**config.mk**
```make
export PLATFORM = sky130hd
export DESIGN_NAME = bmg_board_flat
export DESIGN_NICKNAME = d
export VERILOG_FILES = /design/src/hw/bmg_pkg.sv /design/src/hw/bmg_bus_if.sv /design/src/hw/bmg_board.sv /design/src/flat_wrapper.sv
export SDC_FILE = /design/constraint.sdc
export NUM_CORES = 1
export LEC_CHECK = 0
export ABC_AREA = 0
export BUFFER_PORTS_ARGS = -buffer_cell sky130_fd_sc_hd__buf_2
export CAP_MARGIN = 15
export CORE_ASPECT_RATIO = 0.75
export CORE_MARGIN = 1.5
export CORE_UTILIZATION = 40
export CTS_CLUSTER_SIZE = 10
export DETAILED_ROUTE_END_ITERATION = 6
export PLACE_DENSITY = 0.75
export SLEW_MARGIN = 20
export SYNTH_ARGS = -nofsm -noshare
export SYNTH_HDL_FRONTEND = slang
export SYNTH_SLANG_ARGS = --single-unit
```
**constraint.sdc**
```tcl
create_clock -name pclk -period 3.1 [get_ports pclk]
set_clock_uncertainty 0.1 [all_clocks]
set_input_delay 0.465 -clock pclk [delete_from_list [all_inputs] [get_ports pclk]]
set_output_delay 0.465 -clock pclk [all_outputs]
set_load 0.05 [all_outputs]
```
**src/hw/bmg_pkg.sv**
```systemverilog
// Shared constants for the board memory glue logic and its controller
package bmg_pkg;
   // -----------------------------------------------------------------
   // Chip-select numbering
   // -----------------------------------------------------------------
   localparam int CS_WIDTH = 8;
   localparam int CS_FLASH = 0;
   localparam int CS_CTRL = 1;
   localparam int CS_DRAM1 = 2;
   localparam int CS_DRAM2 = 3;
   localparam int CS_SDRAM = 4;

   // -----------------------------------------------------------------
   // board_control_reg_one fields and power-on value
   // -----------------------------------------------------------------
   localparam int CTL_FLASH_DIS = 0;
   localparam int CTL_CTRL_DIS = 1;
   localparam int CTL_DRAM_DIS = 2;
   localparam int CTL_SDRAM_EN = 3;
   localparam int CTL_HALF_WORD = 4;
   localparam int CTL_WIDTH = 5;
   localparam logic [4:0] CTL_RESET = 5'h08;

   // -----------------------------------------------------------------
   // board_status_reg_two fields
   // -----------------------------------------------------------------
   localparam int STS_SIZE_LSB = 0;
   localparam int STS_SIZE_W = 3;
   localparam int STS_DELAY = 3;

   // -----------------------------------------------------------------
   // Local register offsets inside the control block select region
   // -----------------------------------------------------------------
   localparam logic [1:0] LOC_CTRL = 2'h1;
   localparam logic [1:0] LOC_STATUS = 2'h2;

   // -----------------------------------------------------------------
   // Clock mode pin codes
   // -----------------------------------------------------------------
   localparam logic [1:0] CLOCK_MODE_PINS_FAST = 2'h3;
   localparam logic [1:0] CLOCK_MODE_PINS_SLOW = 2'h0;
   // Edges counted after reset before the mode pin is taken
   localparam logic [1:0] MODE_SETTLE = 2'h2;

   // -----------------------------------------------------------------
   // APB offsets of the controller registers
   // -----------------------------------------------------------------
   localparam logic [7:0] APB_CMD = 8'h00;
   localparam logic [7:0] APB_WDATA = 8'h04;
   localparam logic [7:0] APB_RDATA = 8'h08;
   localparam logic [7:0] APB_STAT = 8'h0C;
   localparam logic [7:0] APB_CS_PAT = 8'h10;
   localparam int CMD_GO = 0;
   localparam int CMD_WRITE = 1;
   localparam int CMD_CFG = 2;
   localparam int CMD_LOC_LSB = 4;
endpackage

```
**src/hw/bmg_bus_if.sv**
```systemverilog
// Local bus between processor memory controller and board glue logic
`timescale 1ns/1ps
interface bmg_bus_if;
   logic [7:0] cs_n;
   logic [1:0] loc_addr;
   logic rd_wr_n;
   logic cfg_phase;
   logic [7:0] data_to_board;
   logic [7:0] data_to_proc;
   logic data_to_proc_oe;
   logic xcvr_open;
   logic [1:0] clock_mode_pins;
   logic external_clock_input;
   logic [1:0] dram_bank1_select_n;
   logic [1:0] dram_bank2_select_n;
   logic [1:0] dram_addr_sel;

   modport board (
      input cs_n, loc_addr, rd_wr_n, cfg_phase, data_to_board,
      output data_to_proc, data_to_proc_oe, xcvr_open, clock_mode_pins,
      external_clock_input, dram_bank1_select_n, dram_bank2_select_n,
      dram_addr_sel
   );
   modport proc (
      output cs_n, loc_addr, rd_wr_n, cfg_phase, data_to_board,
      input data_to_proc, data_to_proc_oe, xcvr_open, clock_mode_pins,
      external_clock_input, dram_bank1_select_n, dram_bank2_select_n,
      dram_addr_sel
   );
endinterface

```
**src/hw/bmg_board.sv**
```systemverilog
// Board glue: transceiver gating, select fan-out, control and status
`timescale 1ns/1ps
// Behaviour
// - Transceivers open for enabled regions or config
// - Disabled region keeps transceivers closed
// - SDRAM accesses never open transceivers
// - Selects: flash, control, dram1, dram2, sdram
// - Control bit disables each on-board memory
// - Removed control block stays gone until power
// - DRAM enable bit acts at any time
// - Status register reports DRAM size and delay
// - Timing machine A drives DRAM strobes
// - Each DRAM select split into two copies
// - 16-bit DRAM uses upper data lanes only
// - Set half-word bit before port size
// - Bank-0 mask half or quarter size
// - Second bank base at quarter volume
// - Reconfiguring code must not run from DRAM
// - Slow clock mode holds external clock low
// - Logic clock is processor/debug clock mux
// - Clock-mode pins 11 or 00 at power-on
// - Half-word bit switches two DRAM address lines
module bmg_board (
   input wire logic pclk,
   input wire logic presetn,
   input wire logic power_on_n,
   input wire logic slow_clock_mode,
   input wire logic oscillator_clock_input,
   input wire logic [2:0] dram_size_code,
   input wire logic dram_delay_70,
   output logic [4:0] control_bits,
   bmg_bus_if.board bus
);
   // ----------------------------------------------------------------
   // Pin synchronisers
   // ----------------------------------------------------------------
   logic [7:0] cs_s1_reg, cs_s2_reg;
   logic cfg_s1_reg, cfg_s2_reg;
   logic mode_s1_reg, mode_s2_reg;
   logic [2:0] size_s1_reg, size_s2_reg;
   logic delay_s1_reg, delay_s2_reg;
   always_ff @(posedge pclk or negedge presetn) begin
      if (!presetn) begin
         cs_s1_reg <= 8'hFF;
         cs_s2_reg <= 8'hFF;
         cfg_s1_reg <= 1'b0;
         cfg_s2_reg <= 1'b0;
         mode_s1_reg <= 1'b0;
         mode_s2_reg <= 1'b0;
      end else begin
         cs_s1_reg <= bus.cs_n;
         cs_s2_reg <= cs_s1_reg;
         cfg_s1_reg <= bus.cfg_phase;
         cfg_s2_reg <= cfg_s1_reg;
         mode_s1_reg <= slow_clock_mode;
         mode_s2_reg <= mode_s1_reg;
      end
   end

   // Straps are board pins too, so they are synchronised as well
   always_ff @(posedge pclk or negedge presetn) begin
      if (!presetn) begin
         size_s1_reg <= 3'h0;
         size_s2_reg <= 3'h0;
         delay_s1_reg <= 1'b0;
         delay_s2_reg <= 1'b0;
      end else begin
         size_s1_reg <= dram_size_code;
         size_s2_reg <= size_s1_reg;
         delay_s1_reg <= dram_delay_70;
         delay_s2_reg <= delay_s1_reg;
      end
   end

   // ----------------------------------------------------------------
   // Control register and removal latch
   // ----------------------------------------------------------------
   // Power domain reset: presetn only follows hard reset, power_on_n
   // clears the control block on power application.
   logic [4:0] ctl_reg, ctl_next;
   logic ctrl_gone_reg;
   logic cs_prev_reg;
   wire ctl_cs = !cs_s2_reg[bmg_pkg::CS_CTRL] && !ctrl_gone_reg;
   wire ctl_strobe = ctl_cs && cs_prev_reg;
   wire ctl_wr = ctl_strobe && !bus.rd_wr_n
      && bus.loc_addr == bmg_pkg::LOC_CTRL;
   // write applies at once, no reset needed
   always_comb begin
      ctl_next = ctl_reg;
      if (ctl_wr)
         ctl_next = bus.data_to_board[4:0];
   end
   // removal latch cleared only by power
   always_ff @(posedge pclk or negedge power_on_n) begin
      if (!power_on_n) begin
         ctl_reg <= bmg_pkg::CTL_RESET;
         ctrl_gone_reg <= 1'b0;
         cs_prev_reg <= 1'b0;
      end else begin
         ctl_reg <= ctl_next;
         cs_prev_reg <= !cs_s2_reg[bmg_pkg::CS_CTRL] && !ctrl_gone_reg
            && !ctl_strobe;
         if (ctl_reg[bmg_pkg::CTL_CTRL_DIS])
            ctrl_gone_reg <= 1'b1;
      end
   end
   assign control_bits = ctl_reg;

   // ----------------------------------------------------------------
   // Region decode
   // ----------------------------------------------------------------
   // per-select enable
   wire flash_ok = !cs_s2_reg[bmg_pkg::CS_FLASH]
      && !ctl_reg[bmg_pkg::CTL_FLASH_DIS];
   wire dram_ok = (!cs_s2_reg[bmg_pkg::CS_DRAM1]
      || !cs_s2_reg[bmg_pkg::CS_DRAM2])
      && !ctl_reg[bmg_pkg::CTL_DRAM_DIS];
   wire open_next = flash_ok || dram_ok || ctl_cs || cfg_s2_reg;

   // ----------------------------------------------------------------
   // Registered outputs
   // ----------------------------------------------------------------
   logic xcvr_reg;
   logic [7:0] rdata_reg;
   logic rd_oe_reg;
   logic [1:0] d1_reg, d2_reg;
   logic [1:0] addr_sel_reg;
   logic [1:0] clock_mode_pins_reg;
   logic [1:0] settle_reg;
   wire [7:0] status_word = {4'h0, delay_s2_reg, size_s2_reg};
   wire [7:0] ctl_word = {3'h0, ctl_reg};
   wire rd_hit = ctl_cs && bus.rd_wr_n;
   wire [7:0] rd_sel = bus.loc_addr == bmg_pkg::LOC_STATUS ? status_word
      : ctl_word;

   // ----------------------------------------------------------------
   // Transceiver gate and read data
   // ----------------------------------------------------------------
   always_ff @(posedge pclk or negedge presetn) begin
      if (!presetn) begin
         xcvr_reg <= 1'b0;
         rdata_reg <= 8'h00;
         rd_oe_reg <= 1'b0;
      end else begin
         xcvr_reg <= open_next;
         // status read shows size and delay
         rdata_reg <= rd_sel;
         rd_oe_reg <= rd_hit;
      end
   end

   // ----------------------------------------------------------------
   // DRAM bank select copies
   // ----------------------------------------------------------------
   // A disabled DRAM module keeps both copies of each bank select high
   wire dram_off = ctl_reg[bmg_pkg::CTL_DRAM_DIS];
   wire bank1_n = cs_s2_reg[bmg_pkg::CS_DRAM1] || dram_off;
   wire bank2_n = cs_s2_reg[bmg_pkg::CS_DRAM2] || dram_off;
   wire [1:0] bank1_copies_n, bank2_copies_n;
   // two copies of each bank select
   for (genvar i = 0; i < 2; i++) begin : g_copy
      assign bank1_copies_n[i] = bank1_n;
      assign bank2_copies_n[i] = bank2_n;
   end
   always_ff @(posedge pclk or negedge presetn) begin
      if (!presetn) begin
         d1_reg <= 2'h3;
         d2_reg <= 2'h3;
      end else begin
         d1_reg <= bank1_copies_n;
         d2_reg <= bank2_copies_n;
      end
   end

   // ----------------------------------------------------------------
   // DRAM address routing
   // ----------------------------------------------------------------
   // Held with the control register, so a hard reset keeps the routing
   wire half_word = ctl_reg[bmg_pkg::CTL_HALF_WORD];
   always_ff @(posedge pclk or negedge power_on_n) begin
      if (!power_on_n)
         addr_sel_reg <= {2{bmg_pkg::CTL_RESET[bmg_pkg::CTL_HALF_WORD]}};
      else
         addr_sel_reg <= {2{half_word}};
   end

   // ----------------------------------------------------------------
   // Clock mode pins
   // ----------------------------------------------------------------
   // The mode pin is taken only once both synchroniser stages hold it
   wire mode_wait = settle_reg < bmg_pkg::MODE_SETTLE;
   wire mode_take = settle_reg == bmg_pkg::MODE_SETTLE;
   wire [1:0] mode_code = mode_s2_reg ? bmg_pkg::CLOCK_MODE_PINS_SLOW
      : bmg_pkg::CLOCK_MODE_PINS_FAST;
   // fast code until the mode pin is caught
   always_ff @(posedge pclk or negedge presetn) begin
      if (!presetn) begin
         settle_reg <= 2'h0;
         clock_mode_pins_reg <= bmg_pkg::CLOCK_MODE_PINS_FAST;
      end else begin
         if (mode_wait || mode_take)
            settle_reg <= settle_reg + 2'h1;
         if (mode_take)
            clock_mode_pins_reg <= mode_code;
      end
   end

   // ----------------------------------------------------------------
   // Pins
   // ----------------------------------------------------------------
   assign bus.xcvr_open = xcvr_reg;
   assign bus.data_to_proc = rdata_reg;
   assign bus.data_to_proc_oe = rd_oe_reg;
   assign bus.dram_bank1_select_n = d1_reg;
   assign bus.dram_bank2_select_n = d2_reg;
   assign bus.dram_addr_sel = addr_sel_reg;
   assign bus.clock_mode_pins = clock_mode_pins_reg;
   // slow mode gates oscillator off, pin held low
   // pclk is the muxed processor/debug clock
   assign bus.external_clock_input = oscillator_clock_input
      && !mode_s2_reg;
endmodule

```
**src/flat_wrapper.sv**
```systemverilog
// flat-port wrapper written by rule: the top's interface ports become plain ports
module bmg_board_flat 
  (pclk, presetn, power_on_n, slow_clock_mode, oscillator_clock_input, dram_size_code, dram_delay_70, control_bits, bus_cs_n, bus_loc_addr, bus_rd_wr_n, bus_cfg_phase, bus_data_to_board, bus_data_to_proc, bus_data_to_proc_oe, bus_xcvr_open, bus_clock_mode_pins, bus_external_clock_input, bus_dram_bank1_select_n, bus_dram_bank2_select_n, bus_dram_addr_sel);
  bmg_bus_if bus_i ();
  input wire logic pclk;
  input wire logic presetn;
  input wire logic power_on_n;
  input wire logic slow_clock_mode;
  input wire logic oscillator_clock_input;
  input wire logic [2:0] dram_size_code;
  input wire logic dram_delay_70;
  output logic [4:0] control_bits;
  input wire logic [$bits(bus_i.cs_n)-1:0] bus_cs_n;
  input wire logic [$bits(bus_i.loc_addr)-1:0] bus_loc_addr;
  input wire logic [$bits(bus_i.rd_wr_n)-1:0] bus_rd_wr_n;
  input wire logic [$bits(bus_i.cfg_phase)-1:0] bus_cfg_phase;
  input wire logic [$bits(bus_i.data_to_board)-1:0] bus_data_to_board;
  output wire logic [$bits(bus_i.data_to_proc)-1:0] bus_data_to_proc;
  output wire logic [$bits(bus_i.data_to_proc_oe)-1:0] bus_data_to_proc_oe;
  output wire logic [$bits(bus_i.xcvr_open)-1:0] bus_xcvr_open;
  output wire logic [$bits(bus_i.clock_mode_pins)-1:0] bus_clock_mode_pins;
  output wire logic [$bits(bus_i.external_clock_input)-1:0] bus_external_clock_input;
  output wire logic [$bits(bus_i.dram_bank1_select_n)-1:0] bus_dram_bank1_select_n;
  output wire logic [$bits(bus_i.dram_bank2_select_n)-1:0] bus_dram_bank2_select_n;
  output wire logic [$bits(bus_i.dram_addr_sel)-1:0] bus_dram_addr_sel;
  assign bus_i.cs_n = bus_cs_n;
  assign bus_i.loc_addr = bus_loc_addr;
  assign bus_i.rd_wr_n = bus_rd_wr_n;
  assign bus_i.cfg_phase = bus_cfg_phase;
  assign bus_i.data_to_board = bus_data_to_board;
  assign bus_data_to_proc = bus_i.data_to_proc;
  assign bus_data_to_proc_oe = bus_i.data_to_proc_oe;
  assign bus_xcvr_open = bus_i.xcvr_open;
  assign bus_clock_mode_pins = bus_i.clock_mode_pins;
  assign bus_external_clock_input = bus_i.external_clock_input;
  assign bus_dram_bank1_select_n = bus_i.dram_bank1_select_n;
  assign bus_dram_bank2_select_n = bus_i.dram_bank2_select_n;
  assign bus_dram_addr_sel = bus_i.dram_addr_sel;
  bmg_board u_core (.pclk(pclk), .presetn(presetn), .power_on_n(power_on_n), .slow_clock_mode(slow_clock_mode), .oscillator_clock_input(oscillator_clock_input), .dram_size_code(dram_size_code), .dram_delay_70(dram_delay_70), .control_bits(control_bits), .bus(bus_i));
endmodule
```
==> metrics <==
ANT cells=0; PD cells=672 mW/mm²; Post-Syn Instances=79; Worst Tran Pin Value=0.690 ns; core area=0.00304 mm²; Hold Path Class=input port to async pin; number of synthesized register bits=40; CP Max Fanout=3; top cell type's share of synthesized area=53.1%; gpl congestion=0.686; Worst path depth=1; Hold Fails Final Rpt=0; Tcrit/Tclk final=53.2%; FP Rows=17; Clk network pwr share=31.0%; DRC=0; initial antenna violation count=0; setup tns final=0 ns; Final Util=53.7%; maximum vdd drop=316 µV; Crit-path slowest cell=dfstp_2; XOR/XNOR Fraction of Synth Area=0.664%; Clock Sinks=40; Main synth FF type=dfrtp_1; largest family of logic cells by synthesized area=multiplexers; Worst path top cell family by delay=flip-flops; Critical Path AT=1.08 ns; final max-slew violation count=0; Peak Freq=607 MHz; worst-skew pair later-pin latency=0.28 ns; Die Height=52.8 µm; Logic pwr share=16.2%; First DRT Iteration DRCs=19; H-Tree Depth=2; antenna viol nets, final=0; Root Buffer=clkbuf_8; maximum clock path buffer count=2; startpoint types=register; leading area contributor after synthesis=dfrtp_1; Sw Ratio=28.1%; first-pass GRT wire length=3390 µm; Post-Syn Area per Cell=16.7 µm²; global route total overflow=0; critical path, cell by cell=buf_2; CTS clock-pin slew for the worst setup and hold paths=0.07 ns; WL final=2110 µm; initial core utilization=43.4%; commonest cells in the netlist=28 x dfrtp_1, 12 x dfstp_2, 9 x mux2_2; compound-gate portion of the synthesized area=0.379%; slew margin rel.=54.0%; most instantiated library cell after synthesis=dfrtp_1; Synth Area in Simple Gates=6.82%; worst path required time=2.53 ns; min cycle time layout=1.65 ns; Synth cell types=19; IO buf count=42; status=finished clean; Crit. End Element=primary output; largest net degree at the start of global routing=33; drt pass-1 iters=3; Vias/cell=4.37; DR WL/cell=12.9 µm; ys async rst share=100%; io pins=53; Reg power frac=52.9%; DPL Wire Length=1530 µm; Worst Reg2Reg Path Length in Cells=3; CP bufs+invs=1; setup violators final=0; mux cell area share after synthesis=8.44%; Global Route Usage Sum=12.9%; MaxCap Viol Count=0; RSZ-0062 raised after global routing=false; synthesized area=0.00132 mm²; die area=0.00366 mm²; via count=713; sequential fraction of the synthesis area=77.0%; fillers=256; synth-to-layout area growth=23.7%; Worst Path Class, Setup=register to primary output; DIE WIDTH=69.3 µm; EDFF count, synth=0; switching power=0.309 mW; Leak=0.828 nW; max incr delay on CP=0.54 ns; share of cells above drive strength 1=59.2%; synth top area cells=dfrtp_1 53%, dfstp_2 24%, mux2_2 7.7%; adder-cell area share of the yosys netlist=1.90%; Synth warnings=0; Int Pwr=0.789 mW; Nets=155; vias in the first global route=719; total CTS buffers=5; TritonCTS clock tree=yes
[stage by stage]
| step | instances | instance area [µm²] | worst slack (ns) | power (mW) | hold slack (ns) |
|---|---|---|---|---|---|
| after floorplan | 81 | 1330 | 1.36 | 0.721 | 0.0694 |
| after global placement | 154 | 1530 | 1.50 | 0.763 | 0.221 |
| after detailed placement | 154 | 1530 | 1.49 | 0.768 | 0.230 |
| after CTS | 163 | 1630 | 1.44 | 1.11 | 0.145 |
| after global routing | 163 | 1630 | 1.42 | 1.14 | 0.166 |
| final | 163 | 1630 | 1.45 | 1.10 | 0.126 |
[cells in the final DEF (no fill, tap or decap), drive strengths merged]
master        n
and2          1
buf          42
clkbuf        8
conb          3
dfrtp        28
dfstp        12
dlygate4sd3   1
ha            2
inv           2
mux2          9
mux2i         1
nand2         2
nand4         1
nor2          3
nor2b         3
nor3          1
o21ai         1
or2           3
or4           1
xnor2         1
[kinds of logic (layout without fill, tap and decap cells)]
logic type | after synthesis | after routing
adders and majority gates | 2 | 2
AOI/OAI and AO/OA | 1 | 1
and+or+nand+nor | 15 | 15
muxes | 10 | 10
buffers and inverters | 9 | 53
xor gates and xnor gates | 1 | 1
other | 1 | 3
DFF | 40 | 40
[final timing paths]
| kind | from | endpoint | slack [ns] |
|---|---|---|---|
| worst max register to register | u_core.ctrl_gone_reg | u_core.control_bits[0] | 1.73 |
| max in group asynchronous | power_on_n | u_core.control_bits[3] | 2.18 |
| worst min register to register | u_core.delay_s1_reg | u_core.delay_s2_reg | 0.25 |
| worst min-delay path | presetn | u_core.cfg_s1_reg | 0.13 |
| worst max-delay path | u_core.bus.clock_mode_pins[0] | bus_clock_mode_pins[0] | 1.45 |
| min in group pclk | bus_cs_n[2] | u_core.cs_s1_reg[2] | 0.18 |
[power groups by stage]
stage	logic (mW)	clock network (mW)	registers (mW)
floorplan	0.0589	0	0.662
detailed placement	0.178	0	0.590
global route	0.187	0.371	0.583
global placement	0.176	0	0.587
CTS	0.180	0.350	0.581
finish	0.177	0.340	0.580
[area by class of cell]
cell class              count  area [µm²]  area share, %
flip-flops and latches     40        1020           62.2
well taps                  38        47.5           2.91
repair buffers             43         220           13.5
clock buffers               8        90.1           5.52
inverters                   2        7.51          0.460
multi-input cells          32         251           15.4
[timing repair]
item,CTS,global route
hold buffers,1,0
setup buffers,0,0
resized for setup,0,0
hold endpoints to repair,7,0
[routing by layer]
metal  up-vias  wire, µm  global-route usage (%)
met5         -         0                       0
met3         3       123                    5.00
met2        31      1010                    20.4
met4         0        29                    6.86
li1        334         -                       -
met1       345       949                    15.6
No activity file was read; power rests on OpenSTA's default activity.
